**src/logic/adr_regs.svh**
```systemverilog
`ifndef ADR_REGS_SVH
`define ADR_REGS_SVH

// ****************************************************************
// register offsets (byte addresses on apb)
// ****************************************************************
`define ADR_OFF_CTRL 12'h000
`define ADR_OFF_STAT 12'h004
`define ADR_OFF_INT_STAT 12'h008
`define ADR_OFF_INT_MASK 12'h00c
`define ADR_OFF_RSP_CNT 12'h010

// ****************************************************************
// control register fields
// ****************************************************************
`define ADR_CTRL_ENABLE 0
`define ADR_CTRL_ENH_LONG 1
`define ADR_CTRL_ENH_SHORT 2
`define ADR_CTRL_ADDR_LO 4
`define ADR_CTRL_ADDR_HI 7
`define ADR_CTRL_ATTR_LO 8
`define ADR_CTRL_ATTR_HI 9
`define ADR_CTRL_RST 10'h001

// ****************************************************************
// status register fields
// ****************************************************************
`define ADR_STAT_FAULT 10
`define ADR_STAT_SELF_TEST 11

// ****************************************************************
// interrupt bits
// ****************************************************************
`define ADR_INT_RSP_SENT 0
`define ADR_INT_IGN_GLOBAL 1
`define ADR_INT_IGN_UNIMPL 2
`define ADR_INT_SENSOR_ERR 3
`define ADR_INT_W 4
`define ADR_INT_RST 4'h0

// ****************************************************************
// command codes, addresses, lengths, codes
// ****************************************************************
`define ADR_CMD_ACCEL 4'h2
`define ADR_CMD_UNIMPL 4'h3
`define ADR_GLOBAL_ADDR 4'h0
`define ADR_LEN_MIN 5'h08
`define ADR_LEN_9 5'h09
`define ADR_LEN_11 5'h0b
`define ADR_LEN_13 5'h0d
`define ADR_LEN_14 5'h0e
`define ADR_LEN_15 5'h0f
`define ADR_LEN_LONG 5'h10
`define ADR_CODE_MIN 10'h001
`define ADR_CODE_ERR 10'h000

`endif

```
**src/logic/adr_pkg.sv**
```systemverilog
`include "adr_regs.svh"

package adr_pkg;

  // ****************************************************************
  // types
  // ****************************************************************
  typedef logic [3:0] adr_nib_t;
  typedef logic [4:0] adr_len_t;
  typedef logic [9:0] adr_code_t;
  typedef logic [15:0] adr_rsp_t;
  typedef logic [`ADR_INT_W-1:0] adr_int_t;

  typedef enum logic [3:0] {
    ADR_CMD_ACCEL_E = `ADR_CMD_ACCEL,
    ADR_CMD_UNIMPL_E = `ADR_CMD_UNIMPL
  } adr_cmd_t;

endpackage : adr_pkg

```
**src/logic/adr_rsp_build.sv**
```systemverilog
`include "adr_regs.svh"

// response word builder for the acceleration read answer
module adr_rsp_build (
  input wire adr_pkg::adr_code_t i_code,
  input wire adr_pkg::adr_len_t i_len,
  input wire logic i_long,
  input wire adr_pkg::adr_nib_t i_addr,
  input wire logic i_fault,
  input wire logic i_self_test,
  input wire logic [1:0] i_attr,
  output logic [15:0] o_data
);
  import adr_pkg::*;

  // ****************************************************************
  // truncated codes, zero replaced by the minimum code
  // ****************************************************************
  logic [7:0] tr8;
  logic [8:0] tr9;
  logic [7:0] tr8_fix;
  logic [8:0] tr9_fix;
  assign tr8 = i_code[9:2];
  assign tr9 = i_code[9:1];
  assign tr8_fix = (tr8 == 8'h00) ? 8'h01 : tr8;
  assign tr9_fix = (tr9 == 9'h000) ? 9'h001 : tr9;

  // ****************************************************************
  // short word with status fields up to bit 14
  // ****************************************************************
  logic [15:0] full_short;
  logic [15:0] len_mask;
  logic [15:0] short_word;
  assign full_short = {1'b0, i_attr[1], i_attr[0], i_self_test, 1'b0,
                       i_fault, i_code};

  // keep only bits below the message length
  genvar gi;
  generate
    for (gi = 0; gi < 16; gi++) begin : g_mask
      assign len_mask[gi] = (5'(gi) < i_len);
    end
  endgenerate

  assign short_word = (i_len == `ADR_LEN_MIN) ? {8'h00, tr8_fix} :
                      (i_len == `ADR_LEN_9) ? {7'h00, tr9_fix} :
                      (full_short & len_mask);

  // ****************************************************************
  // final selection
  // ****************************************************************
  assign o_data = i_long ? {i_addr, 1'b0, i_fault, i_code}
                         : short_word;

endmodule : adr_rsp_build

```
**src/logic/adr_top.sv**
```systemverilog
`include "adr_regs.svh"

module adr_top (
  input wire logic i_clk,
  input wire logic i_arst_n,
  // apb slave
  input wire logic [11:0] i_paddr,
  input wire logic i_psel,
  input wire logic i_penable,
  input wire logic i_pwrite,
  input wire logic [31:0] i_pwdata,
  output logic [31:0] o_prdata,
  output logic o_pready,
  output logic o_pslverr,
  // decoded incoming message from the link layer
  input wire logic i_msg_valid,
  input wire logic i_msg_crc_ok,
  input wire logic i_msg_long,
  input wire logic i_msg_enh,
  input wire adr_pkg::adr_len_t i_msg_len,
  input wire adr_pkg::adr_nib_t i_msg_addr,
  input wire adr_pkg::adr_nib_t i_msg_cmd,
  input wire logic [7:0] i_msg_data,
  // sensor side
  input wire adr_pkg::adr_code_t i_accel,
  input wire logic i_int_fault,
  input wire logic i_self_test,
  // response to the link layer
  output logic o_rsp_valid,
  output adr_pkg::adr_rsp_t o_rsp_data,
  output adr_pkg::adr_len_t o_rsp_len,
  // interrupt
  output logic o_irq
);
  import adr_pkg::*;

  // ****************************************************************
  // reset synchroniser
  // ****************************************************************
  logic rst_meta_q;
  logic rst_n;

  // async assert, sync release
  always_ff @(posedge i_clk or negedge i_arst_n) begin
    if (!i_arst_n) begin
      rst_meta_q <= 1'b0;
      rst_n <= 1'b0;
    end else begin
      rst_meta_q <= 1'b1;
      rst_n <= rst_meta_q;
    end
  end

  // ****************************************************************
  // register state
  // ****************************************************************
  logic [9:0] ctrl_q;
  logic [9:0] ctrl_d;
  adr_int_t int_stat_q;
  adr_int_t int_stat_d;
  adr_int_t int_mask_q;
  adr_int_t int_mask_d;
  logic [15:0] rsp_cnt_q;
  logic [15:0] rsp_cnt_d;
  adr_code_t last_code_q;
  adr_code_t last_code_d;

  // control fields
  logic ctl_enable;
  logic ctl_enh_long;
  logic ctl_enh_short;
  adr_nib_t programmed_bus_address;
  logic [1:0] attribute_bits;
  assign ctl_enable = ctrl_q[`ADR_CTRL_ENABLE];
  assign ctl_enh_long = ctrl_q[`ADR_CTRL_ENH_LONG];
  assign ctl_enh_short = ctrl_q[`ADR_CTRL_ENH_SHORT];
  assign programmed_bus_address =
    ctrl_q[`ADR_CTRL_ADDR_HI:`ADR_CTRL_ADDR_LO];
  // device_config_one attribute field
  assign attribute_bits = ctrl_q[`ADR_CTRL_ATTR_HI:`ADR_CTRL_ATTR_LO];

  // ****************************************************************
  // command decode
  // ****************************************************************
  logic is_accel;
  logic is_unimpl;
  logic addr_match;
  logic addr_global;
  logic fmt_ok;
  logic len_ok;
  logic msg_ok;
  logic accept;
  logic ign_global;
  logic ign_unimpl;

  // the data byte is covered by the crc check upstream only
  assign msg_ok = i_msg_valid & i_msg_crc_ok & ctl_enable;
  assign is_accel = (i_msg_cmd == ADR_CMD_ACCEL_E);
  assign is_unimpl = (i_msg_cmd == ADR_CMD_UNIMPL_E);
  assign addr_match = (i_msg_addr == programmed_bus_address);
  assign addr_global = (programmed_bus_address == `ADR_GLOBAL_ADDR);

  // enhanced formats only as enabled by the format setup
  assign fmt_ok = !i_msg_enh | (i_msg_long ? ctl_enh_long
                                           : ctl_enh_short);

  // short length window, long always 16 bits
  assign len_ok = i_msg_long |
                  ((i_msg_len >= `ADR_LEN_MIN) &&
                   (i_msg_len <= `ADR_LEN_15));

  assign accept = msg_ok & is_accel & addr_match & !addr_global &
                  fmt_ok & len_ok;
  assign ign_global = msg_ok & is_accel & addr_global;
  assign ign_unimpl = msg_ok & is_unimpl;

  // ****************************************************************
  // response word
  // ****************************************************************
  logic [15:0] rsp_word;
  adr_len_t rsp_len;
  assign rsp_len = i_msg_long ? `ADR_LEN_LONG : i_msg_len;

  // offset binary code taken as is, all ones max positive
  adr_rsp_build u_build (
    .i_code(i_accel),
    .i_len(rsp_len),
    .i_long(i_msg_long),
    .i_addr(programmed_bus_address),
    .i_fault(i_int_fault),
    .i_self_test(i_self_test),
    .i_attr(attribute_bits),
    .o_data(rsp_word)
  );

  // zero code is the sensor error marker
  logic sensor_err;
  assign sensor_err = accept & (i_accel == `ADR_CODE_ERR);

  // ****************************************************************
  // response output registers
  // ****************************************************************
  logic rsp_valid_q;
  adr_rsp_t rsp_data_q;
  adr_len_t rsp_len_q;

  // one cycle after the message, only for accepted commands
  always_ff @(posedge i_clk or negedge rst_n) begin
    if (!rst_n) begin
      rsp_valid_q <= 1'b0;
      rsp_data_q <= 16'h0000;
      rsp_len_q <= 5'h00;
    end else begin
      rsp_valid_q <= accept;
      if (accept) begin
        rsp_data_q <= rsp_word;
        rsp_len_q <= rsp_len;
      end
    end
  end

  assign o_rsp_valid = rsp_valid_q;
  assign o_rsp_data = rsp_data_q;
  assign o_rsp_len = rsp_len_q;

  // ****************************************************************
  // apb decode
  // ****************************************************************
  logic setup;
  logic wr_en;
  logic sel_ctrl;
  logic sel_stat;
  logic sel_istat;
  logic sel_imask;
  logic sel_cnt;
  logic mapped;
  assign setup = i_psel & !i_penable;
  assign wr_en = i_psel & i_penable & i_pwrite;
  assign sel_ctrl = (i_paddr == `ADR_OFF_CTRL);
  assign sel_stat = (i_paddr == `ADR_OFF_STAT);
  assign sel_istat = (i_paddr == `ADR_OFF_INT_STAT);
  assign sel_imask = (i_paddr == `ADR_OFF_INT_MASK);
  assign sel_cnt = (i_paddr == `ADR_OFF_RSP_CNT);
  assign mapped = sel_ctrl | sel_stat | sel_istat | sel_imask | sel_cnt;

  // zero wait states
  assign o_pready = 1'b1;

  // ****************************************************************
  // read data mux, captured in the setup cycle
  // ****************************************************************
  logic [31:0] rd_mux;
  logic [31:0] stat_word;
  assign stat_word = {20'h00000, i_self_test, i_int_fault, last_code_q};
  assign rd_mux = sel_ctrl ? {22'h000000, ctrl_q} :
                  sel_stat ? stat_word :
                  sel_istat ? {28'h0000000, int_stat_q} :
                  sel_imask ? {28'h0000000, int_mask_q} :
                  sel_cnt ? {16'h0000, rsp_cnt_q} : 32'h00000000;

  logic [31:0] prdata_q;
  logic pslverr_q;

  // read data and error answer held for the access phase
  always_ff @(posedge i_clk or negedge rst_n) begin
    if (!rst_n) begin
      prdata_q <= 32'h00000000;
      pslverr_q <= 1'b0;
    end else if (setup) begin
      prdata_q <= i_pwrite ? 32'h00000000 : rd_mux;
      pslverr_q <= !mapped;
    end
  end

  assign o_prdata = prdata_q;
  assign o_pslverr = pslverr_q & i_psel & i_penable;

  // ****************************************************************
  // register next values
  // ****************************************************************
  adr_int_t int_set;
  adr_int_t int_clr;
  assign int_set[`ADR_INT_RSP_SENT] = accept;
  assign int_set[`ADR_INT_IGN_GLOBAL] = ign_global;
  assign int_set[`ADR_INT_IGN_UNIMPL] = ign_unimpl;
  assign int_set[`ADR_INT_SENSOR_ERR] = sensor_err;
  assign int_clr = (wr_en & sel_istat) ? i_pwdata[`ADR_INT_W-1:0]
                                       : `ADR_INT_RST;

  // set wins over a same-cycle write-one clear
  assign int_stat_d = (int_stat_q & ~int_clr) | int_set;
  assign int_mask_d = (wr_en & sel_imask) ? i_pwdata[`ADR_INT_W-1:0]
                                          : int_mask_q;
  assign ctrl_d = (wr_en & sel_ctrl) ? i_pwdata[9:0] : ctrl_q;
  assign rsp_cnt_d = accept ? rsp_cnt_q + 16'h0001 : rsp_cnt_q;
  assign last_code_d = accept ? i_accel : last_code_q;

  // ****************************************************************
  // register file
  // ****************************************************************
  always_ff @(posedge i_clk or negedge rst_n) begin
    if (!rst_n) begin
      ctrl_q <= `ADR_CTRL_RST;
      int_stat_q <= `ADR_INT_RST;
      int_mask_q <= `ADR_INT_RST;
      rsp_cnt_q <= 16'h0000;
      last_code_q <= `ADR_CODE_ERR;
    end else begin
      ctrl_q <= ctrl_d;
      int_stat_q <= int_stat_d;
      int_mask_q <= int_mask_d;
      rsp_cnt_q <= rsp_cnt_d;
      last_code_q <= last_code_d;
    end
  end

  // ****************************************************************
  // interrupt output
  // ****************************************************************
  logic irq_q;

  // level high while any unmasked status bit is set
  always_ff @(posedge i_clk or negedge rst_n) begin
    if (!rst_n) begin
      irq_q <= 1'b0;
    end else begin
      irq_q <= |(int_stat_d & int_mask_d);
    end
  end

  assign o_irq = irq_q;

endmodule : adr_top

```
**config.mk**
```make
export PLATFORM = sky130hd
export DESIGN_NAME = adr_top
export DESIGN_NICKNAME = d
export VERILOG_FILES = /design/src/logic/adr_pkg.sv /design/src/logic/adr_rsp_build.sv /design/src/logic/adr_top.sv
export VERILOG_INCLUDE_DIRS = /design/src /design/src/logic
export SDC_FILE = /design/constraint.sdc
export NUM_CORES = 1
export LEC_CHECK = 0
export ABC_AREA = 1
export BUFFER_PORTS_ARGS = -buffer_cell sky130_fd_sc_hd__clkbuf_2
export CAP_MARGIN = 20
export CORE_UTILIZATION = 40
export CTS_CLUSTER_DIAMETER = 150
export DETAILED_ROUTE_END_ITERATION = 8
export GPL_TIMING_DRIVEN = 0
export PLACE_DENSITY_LB_ADDON = 0.08
export SYNTH_ARGS = -nofsm -noshare
export SYNTH_HDL_FRONTEND = slang
export SYNTH_SLANG_ARGS = --single-unit
```
**constraint.sdc**
```tcl
create_clock -name i_clk -period 7.2 [get_ports i_clk]
set_input_delay 0.72 -clock i_clk [delete_from_list [all_inputs] [get_ports i_clk]]
set_output_delay 0.72 -clock i_clk [all_outputs]
set_load 0.01 [all_outputs]
```
==> results of run 1 <==
==> placed cells by master, fill, tap and decap left out, types with 3 or more instances in the layout <==
cell type | synthesis | routed
a21oi_1 | 19 | 19
o21ai_2 | 5 | 5
nand4_1 | 9 | 9
inv_4 | 3 | 3
buf_4 | 21 | 21
nor2_2 | 6 | 6
inv_2 | 4 | 4
o211ai_1 | 4 | 4
dfrtp_1 | 84 | 83
o21ai_1 | 26 | 26
buf_6 | 7 | 7
nor2_1 | 54 | 54
conb_1 | 2 | 19
nand2_2 | 6 | 6
xor2_1 | 11 | 11
xnor2_1 | 4 | 4
clkbuf_16 | 0 | 9
inv_1 | 71 | 71
nor2_4 | 4 | 4
a31oi_1 | 5 | 5
clkinv_2 | 1 | 3
nand2_4 | 4 | 4
clkbuf_2 | 0 | 92
buf_2 | 7 | 7
nand2_1 | 166 | 166
o21ai_0 | 44 | 44
mux2_4 | 4 | 4
nor3_1 | 15 | 15
nand3_1 | 42 | 42
==> cell type report <==
type,count,area (um2),area share
multi-input cells,464,2340,0.387
flip-flops and latches,85,2130,0.353
repair buffers,93,488,0.0808
inverters,80,309,0.0511
plain buffers,36,275,0.0456
clock buffers,11,243,0.0402
well taps,168,210,0.0348
clock inverters,4,48.8,0.00808
==> kinds of logic after synthesis <==
family | count (synthesis) | share of synthesized area
xor+xnor | 15 | 0.0264
simple gates | 315 | 0.290
compound gates | 110 | 0.124
buf+inv | 116 | 0.117
other cells | 2 | 0.00151
fa+ha+maj | 1 | 0.00251
flops | 85 | 0.427
mux | 4 | 0.0120
==> per-stage QoR <==
| step | total power, uW | instance area [um2] | hold slack, ns |
|---|---|---|---|
| 6_report | 1040 | 6040 | 0.152 |
| 2_1_floorplan | 545 | 5050 | 0.331 |
| 4_1_cts | 1050 | 6040 | 0.146 |
| 3_3_place_gp | 577 | 5720 | 0.340 |
| 5_1_grt | 1080 | 6040 | 0.149 |
| 3_5_place_dp | 580 | 5750 | 0.257 |
==> worst paths after layout <==
kind,from,depth (start not counted),end
worst max-delay path,i_penable,4,o_pslverr
worst min-delay path,i_arst_n,1,rst_n
worst max register to register,ctrl_q[0],8,rsp_cnt_q[8]
worst min register to register,rst_n,0,ctrl_q[7]
max in group asynchronous,rst_n,1,o_rsp_data[0]
min in group i_clk,rst_meta_q,0,rst_n
==> per-layer routing <==
metal / vias up / wire length [um] / global-route usage
met1: 2108 / 6720 / 0.315
met5: - / 0 / 0
li1: 2298 / - / -
met2: 141 / 6280 / 0.359
met3: 16 / 688 / 0.0457
met4: 0 / 195 / 0.0623
==> critical path, stage by stage <==
cell and delay [ns]:
clkbuf_2 0.09, nand2_1 0.10, nor2_1 0.10, clkbuf_2 0.14
==> cell usage after synthesis (6+ instances only) <==
master	n	area share
nand2_1	166	0.13
dfrtp_1	84	0.42
inv_1	71	0.053
nor2_1	54	0.041
o21ai_0	44	0.044
nand3_1	42	0.042
o21ai_1	26	0.026
buf_4	21	0.032
a21oi_1	19	0.019
nor3_1	15	0.015
xor2_1	11	0.019
nand4_1	9	0.011
buf_2	7	0.0070
buf_6	7	0.016
nand2_2	6	0.0075
nor2_2	6	0.0075
==> report_power, final <==
group | switching, uW | internal (uW) | leakage [uW] | total, uW
sequential | 3.46 | 479 | 0.00115 | 483
clock | 191 | 276 | 0.000145 | 467
combinational | 55.9 | 33.1 | 0.00187 | 89.0
==> flip-flops by register name (all words and copies together), names as in the netlist <==
name,count
last_code_q,10
rst_n,1
o_prdata,16
o_rsp_valid,1
o_rsp_len,5
int_mask_q,4
o_rsp_data,15
pslverr_q,1
int_stat_q,4
o_irq,1
ctrl_q,10
rsp_cnt_q,16
rst_meta_q,1
==> metrics.yaml, run 1 <==
outcome: "finished clean"
vias: 4563
fin_nets: 856
finalSetupTns_ns: 0
cts_root_buf: "clkbuf_16"
period_needed_ns: 1.86
post_cts_resized: 0
cp-start-kind: "input pin"
ctsLongestPathBuffers: 2
grt_pass1_wl_mm: 22.4
numCtsBuffers: 9
hold_buffers: 0
ir_drop_uv: 117
wl_per_cell_um: 14.7
place.gp.congestion: 0.852
die-height_um: 114
diodes: 0
cts_max_level: 3
maxSlewViolCount: 0
clock_skew_ns: 0.00543
synth.cell_area_um2: 4980
wirelength_mm: 13.9
async_reset_ff_frac: 1.00
clkLatencyLatePin_ns: 0.34
synth-edff-count: 0
pre_cts_slack_ns: 5.00
synth-seq-cells: 85
clkTransAtPathRegs_ns: 0.06
syn_inst: 648
ys_dominant_reg_cell: "dfrtp_1"
grt_usage: 0.227
cts_setup_buffers: 0
fmax_mhz: 536
reg2reg_slack_ns: 5.39
yosysWarningCount: 0
min_path_type: "input pin to async pin"
cp.arrival_ns: 1.14
hold_violations: 0
ant_nets: 0
grt_max_degree: 60
syn2layout_area_growth_pct: 21.2
drtIter0Drc: 230
core_um2: 12100
worst_pin_slew_ns: 0.555
dp_cells: 926
grt_pass1_vias: 4387
clkSinkCount: 85
timing.final.ws_setup_ns: 5.34
final_cells: 941
p_leak_uw: 0.00317
post-route-util: 0.501
antenna_found_initial: 0
yosysSeqAreaShare: 0.427
die_w_um: 114
avgSynthCellArea_um2: 7.69
yosysUniqueCellTypes: 43
rows: 40
drv_cap: 0
rsz0062_at_grt: "no"
dieArea_um2: 12900
drive_gt1_frac: 0.245
n_fill_cell: 1225
dp_hpwl_mm: 10.9
slew-limit-headroom: 0.627
first_pass_iters: 4
start_util: 0.413
viasPerCell: 4.85
criticalPathCategory: "input pin to output pin"
required_ns: 6.48
num_io_pins: 143
end_kind: "output pin"
powerDensity_nw_per_um2: 172
finalCritPeriodShare: 0.259
cts_tree: "yes"
finalSetupViolCount: 0
overflow: 0
cp_max_fo: 2
drc: 0
portBuffers: 92
No activity file was read; power rests on OpenSTA's default activity.
==> run 2, diff against run 1 <==
Clock period 7.2 ns to 1.7 ns, I/O delays scaled along.
==> metrics.yaml, run 2 (synthesized netlist as in run 1, its figures left out) <==
cp.arrival_ns: 1.86
cts_max_level: 3
drc: 0
antenna_found_initial: 0
pre_cts_slack_ns: -0.142
finalSetupTns_ns: 0
portBuffers: 92
finalSetupViolCount: 0
wl_per_cell_um: 14.9
m1WireLength_mm: 6.67
r2r-end: "o_rsp_data[9]"
slowest_delay_ns: 0.56
overflow: 0
dp_hpwl_mm: 10.9
finalCritPeriodShare: 0.965
syn2layout_area_growth_pct: 26.2
required_ns: 1.92
slowest_stage: "dfstp_2"
first_pass_iters: 6
die_w_um: 114
cp-start-kind: "flip-flop"
cp_num_cells: 8
worstSetupEndpoint: "o_rsp_data[9]"
worstRegToRegCells: 8
worstReg2RegStart: "ctrl_q[0]"
num_io_pins: 143
end_kind: "flip-flop"
place.gp.congestion: 0.852
worst_pin_slew_ns: 0.522
fin_hold_ws_ns: 0.0670
ant_nets: 0
startpoint: "ctrl_q[0]"
fin_nets: 866
diodes: 0
grt_pass1_vias: 4454
clock_skew_ns: 0.00854
rows: 40
p_total_uw: 4370
grt_max_degree: 64
fmax_mhz: 609
outcome: "finished clean"
top_layer: "met4"
path_buf_inv: 1
crit_path_frequent_cell: "nor2_4"
slew-limit-headroom: 0.649
clkLatencyLatePin_ns: 0.34
rsz0062_at_grt: "yes"
timing.final.ws_setup_ns: 0.0589
min_path_cells: 2
layout_commonest_cell: "nand2_1"
cts_tree: "yes"
criticalPathCategory: "flip-flop to flip-flop"
cp_max_fo: 10
wirelength_mm: 14.2
clkSinkCount: 85
core_um2: 12100
wl_met2_mm: 6.46
p_leak_uw: 0.00325
path_cells: "nand3_4 -> nor2_4 -> nand2_2 -> nor2_4 -> nand2_8 -> buf_4 -> nand2_1 -> o31ai_2"
start_util: 0.413
cts_root_buf: "clkbuf_16"
dieArea_um2: 12900
maxSlewViolCount: 0
ir_drop_uv: 457
crit_family: "simple AND/OR/NAND/NOR gates"
final_cell_mix: "nand2_1 (165), clkbuf_2 (92), dfrtp_1 (78), inv_1 (71), nor2_1 (50)"
clkTransAtPathRegs_ns: 0.06
min_path_type: "input pin to flip-flop"
grt_usage: 0.231
hold_violations: 0
dpl-instance-area_um2: 5750
ctsLongestPathBuffers: 2
fin_area_um2: 6290
drtIter0Drc: 250
period_needed_ns: 1.64
die-height_um: 114
grt_pass1_wl_mm: 22.8
drive_gt1_frac: 0.273
route.met3.wl_um: 805
powerDensity_nw_per_um2: 694
numCtsBuffers: 9
vias: 4629
reg2reg_slack_ns: 0.06
viasPerCell: 4.86
drv_cap: 0
-- run 2: cell count changes in the layout (fill, tap and decap cells not counted), sizes merged --
| cell | before | now |
|---|---|---|
| buf | 36 | 44 |
| dlygate4sd3 | 0 | 1 |
| bufinv | 1 | 0 |
| clkbuf | 104 | 110 |
| inv | 78 | 77 |
| clkinv | 5 | 3 |
-- run 2: worst min-delay path by stage --
stage                            from          to  slack, ns
after CTS                 i_pwdata[9]   ctrl_q[9]       0.06
after detailed placement     i_arst_n  rst_meta_q      -0.04
after floorplan              i_arst_n  rst_meta_q      -0.13
final                     i_pwdata[4]   ctrl_q[4]       0.07
after global placement       i_arst_n  rst_meta_q      -0.04
after global routing      i_pwdata[4]   ctrl_q[4]       0.05
-- run 2: where the power goes --
group | switching [uW] | internal [uW] | total [uW] | leakage (uW)
clock | 778 | 1150 | 1930 | 0.000143
sequential | 12.3 | 2030 | 2040 | 0.00114
combinational | 247 | 145 | 392 | 0.00197
-- run 2: timing repair --
action                                  in CTS  in global routing
hold buffers                                 1                  0
pin swaps                                    2                  7
cloned                                       0                  1
gates resized for setup                      7                 36
endpoints found under the setup margin      32                 47
endpoints found under the hold margin        2                  0
setup buffers                                2                  6
-- run 2: layout make-up --
class	count	area [um2]
multi-input cells	464	2430
fillers	1224	5770
clock buffers	16	292
well taps	168	210
repair buffers	103	596
flip-flops and latches	85	2140
plain buffers	36	305
inverters	80	322
-- run 2: through the flow --
| step | util | instances |
|---|---|---|
| 2_1_floorplan | - | 665 |
| 3_3_place_gp | 0.474 | 925 |
| 3_5_place_dp | 0.477 | 926 |
| 4_1_cts | 0.507 | 945 |
| 5_1_grt | 0.522 | 952 |
| 6_report | 0.522 | 952 |
-- run 2: layer usage --
layer | vias to the layer above | GRT usage
met4 | 0 | 0.0658
met1 | 2147 | 0.322
met2 | 151 | 0.365
met3 | 18 | 0.0478
li1 | 2313 | -
met5 | - | 0
==> run 3, diff against run 2 <==
Settings changed: ABC_AREA 1 to not set, CORE_MARGIN set to 2.
==> metrics.yaml, run 3 <==
hold_violations: 0
vias: 4006
grt_max_degree: 64
synth-seq-cells: 85
finalSetupViolCount: 50
dieArea_um2: 12000
p_total_uw: 4040
drive_gt1_frac: 0.353
fmax_mhz: 458
grtUsageMet3: 0.0350
wl_per_cell_um: 16.9
antenna_found_initial: 0
n_fill_cell: 1021
num_io_pins: 143
layout_commonest_cell: "clkbuf_2"
ctsLongestPathBuffers: 2
core_um2: 10800
pre_cts_slack_ns: -0.639
numCtsBuffers: 9
clock_skew_ns: 0.00811
drtIter0Drc: 186
ir_drop_uv: 447
yosysWarningCount: 0
portBuffers: 92
path_cells: "nand4_1 -> or4_4 -> a2111o_1 -> buf_12 -> clkbuf_16 -> xnor2_1"
cts_root_buf: "clkbuf_8"
yosysTopAreaCell: "dfrtp_1"
synth_top_cell_area_share: 0.473
grtUsageMet2: 0.359
fin_nets: 697
yosys-top-cells-area: "dfrtp_1 (47%), nand2_1 (7.3%), o21ai_0 (4.4%)"
avgSynthCellArea_um2: 9.42
synth.cell_area_um2: 4450
dp_hpwl_mm: 9.19
grt_usage: 0.222
worst_pin_slew_ns: 0.558
grt_pass1_wl_mm: 20.1
cp-start-kind: "flip-flop"
ant_nets: 0
final_cell_mix: "clkbuf_2 (93), dfrtp_1 (83), nand2_1 (64), o21ai_0 (28), buf_4 (28)"
viasPerCell: 5.31
yosysMostFrequentCell: "nand2_1"
p_leak_uw: 0.00286
cts_tree: "yes"
path_buf_inv: 2
async_reset_ff_frac: 1.00
slew-limit-headroom: 0.624
slowest_stage: "dfstp_2"
end_kind: "flip-flop"
maxSlewViolCount: 0
synth_commonest_cells: "nand2_1 (86), dfrtp_1 (84), o21ai_0 (39)"
clkLatencyLatePin_ns: 0.36
wirelength_mm: 12.8
drv_cap: 0
powerDensity_nw_per_um2: 694
die-height_um: 109
grtUsageMet1: 0.299
finalCritPeriodShare: 1.28
crit_family: "simple AND/OR/NAND/NOR gates"
overflow: 0
die_w_um: 109
min_path_type: "input pin to flip-flop"
synth-edff-count: 0
cp.arrival_ns: 2.44
timing.final.ws_setup_ns: -0.481
rows: 38
clkTransAtPathRegs_ns: 0.09
gr-max-usage-layer: "met2"
cts_max_level: 3
slowest_delay_ns: 0.54
final_cells: 755
clkSinkCount: 85
dpl-instance-area_um2: 5210
finalSetupTns_ns: -21.67
period_needed_ns: 2.18
fin_area_um2: 5820
violations: "setup timing"
yosysUniqueCellTypes: 53
start_util: 0.410
cp_max_fo: 9
yosysSeqAreaShare: 0.478
place.gp.congestion: 0.901
criticalPathCategory: "flip-flop to flip-flop"
first_pass_iters: 5
drc: 0
grt_pass1_vias: 3912
syn2layout_area_growth_pct: 30.9
dp_cells: 722
diodes: 0
outcome: "finished, violations left"
required_ns: 1.95
syn_inst: 472
rsz0062_at_grt: "yes"
ys_dominant_reg_cell: "dfrtp_1"
## run 3: power breakdown
group          internal (uW)  switching (uW)
logic                    135             205
registers               2030            12.6
clock network            911             752
total                   3070             970
## run 3: per-layer routing
metal	vias up	part of all wire
met1	1914	0.44
met3	20	0.070
met2	175	0.48
li1	1897	-
met5	-	0
met4	0	0.017
## run 3: worst paths after layout
path | start | cells past startpoint | slack [ns] | to
max in group asynchronous | rst_n | 1 | 0.88 | int_mask_q[3]
min | i_pwdata[5] | 2 | 0.04 | ctrl_q[5]
min reg2reg | rst_n | 0 | 0.22 | o_rsp_len[2]
max | ctrl_q[0] | 6 | -0.48 | rsp_cnt_q[0]
max reg2reg | ctrl_q[0] | 6 | -0.48 | rsp_cnt_q[0]
min in group asynchronous | i_arst_n | 2 | 0.12 | rst_n
## run 3: logic make-up after synthesis
group	count (synthesis)	share of synthesized area
DFF	85	0.478
muxes	29	0.0692
other	2	0.00169
AOI/OAI and AO/OA	96	0.135
and+or+nand+nor	187	0.208
buffers and inverters	53	0.0672
adders and majority gates	1	0.00281
xor gates and xnor gates	19	0.0374
## run 3: what timing repair did
| action | 4_1_cts | 5_1_grt |
|---|---|---|
| gates cloned | 1 | 5 |
| hold buffers | 1 | 0 |
| buffers inserted | 12 | 1 |
| pin swaps | 6 | 10 |
| endpoints found under the hold margin | 2 | 0 |
| endpoints found under the setup margin | 59 | 63 |
| resized for setup | 10 | 44 |
## run 3: layout make-up
class / instances / area (um2) / area share
inverters: 8 / 30.0 / 0.00516
multi-input cells: 351 / 2230 / 0.382
clock inverters: 5 / 81.3 / 0.0140
plain buffers: 45 / 330 / 0.0567
flip-flops and latches: 85 / 2130 / 0.366
clock buffers: 11 / 151 / 0.0260
well taps: 140 / 175 / 0.0301
repair buffers: 110 / 696 / 0.119
## run 3: metrics by stage
step           utilization  hold WS, ns
2_1_floorplan            -       -0.126
3_3_place_gp         0.478      -0.0440
3_5_place_dp         0.481      -0.0421
4_1_cts              0.516       0.0243
5_1_grt              0.537       0.0208
6_report             0.537       0.0392
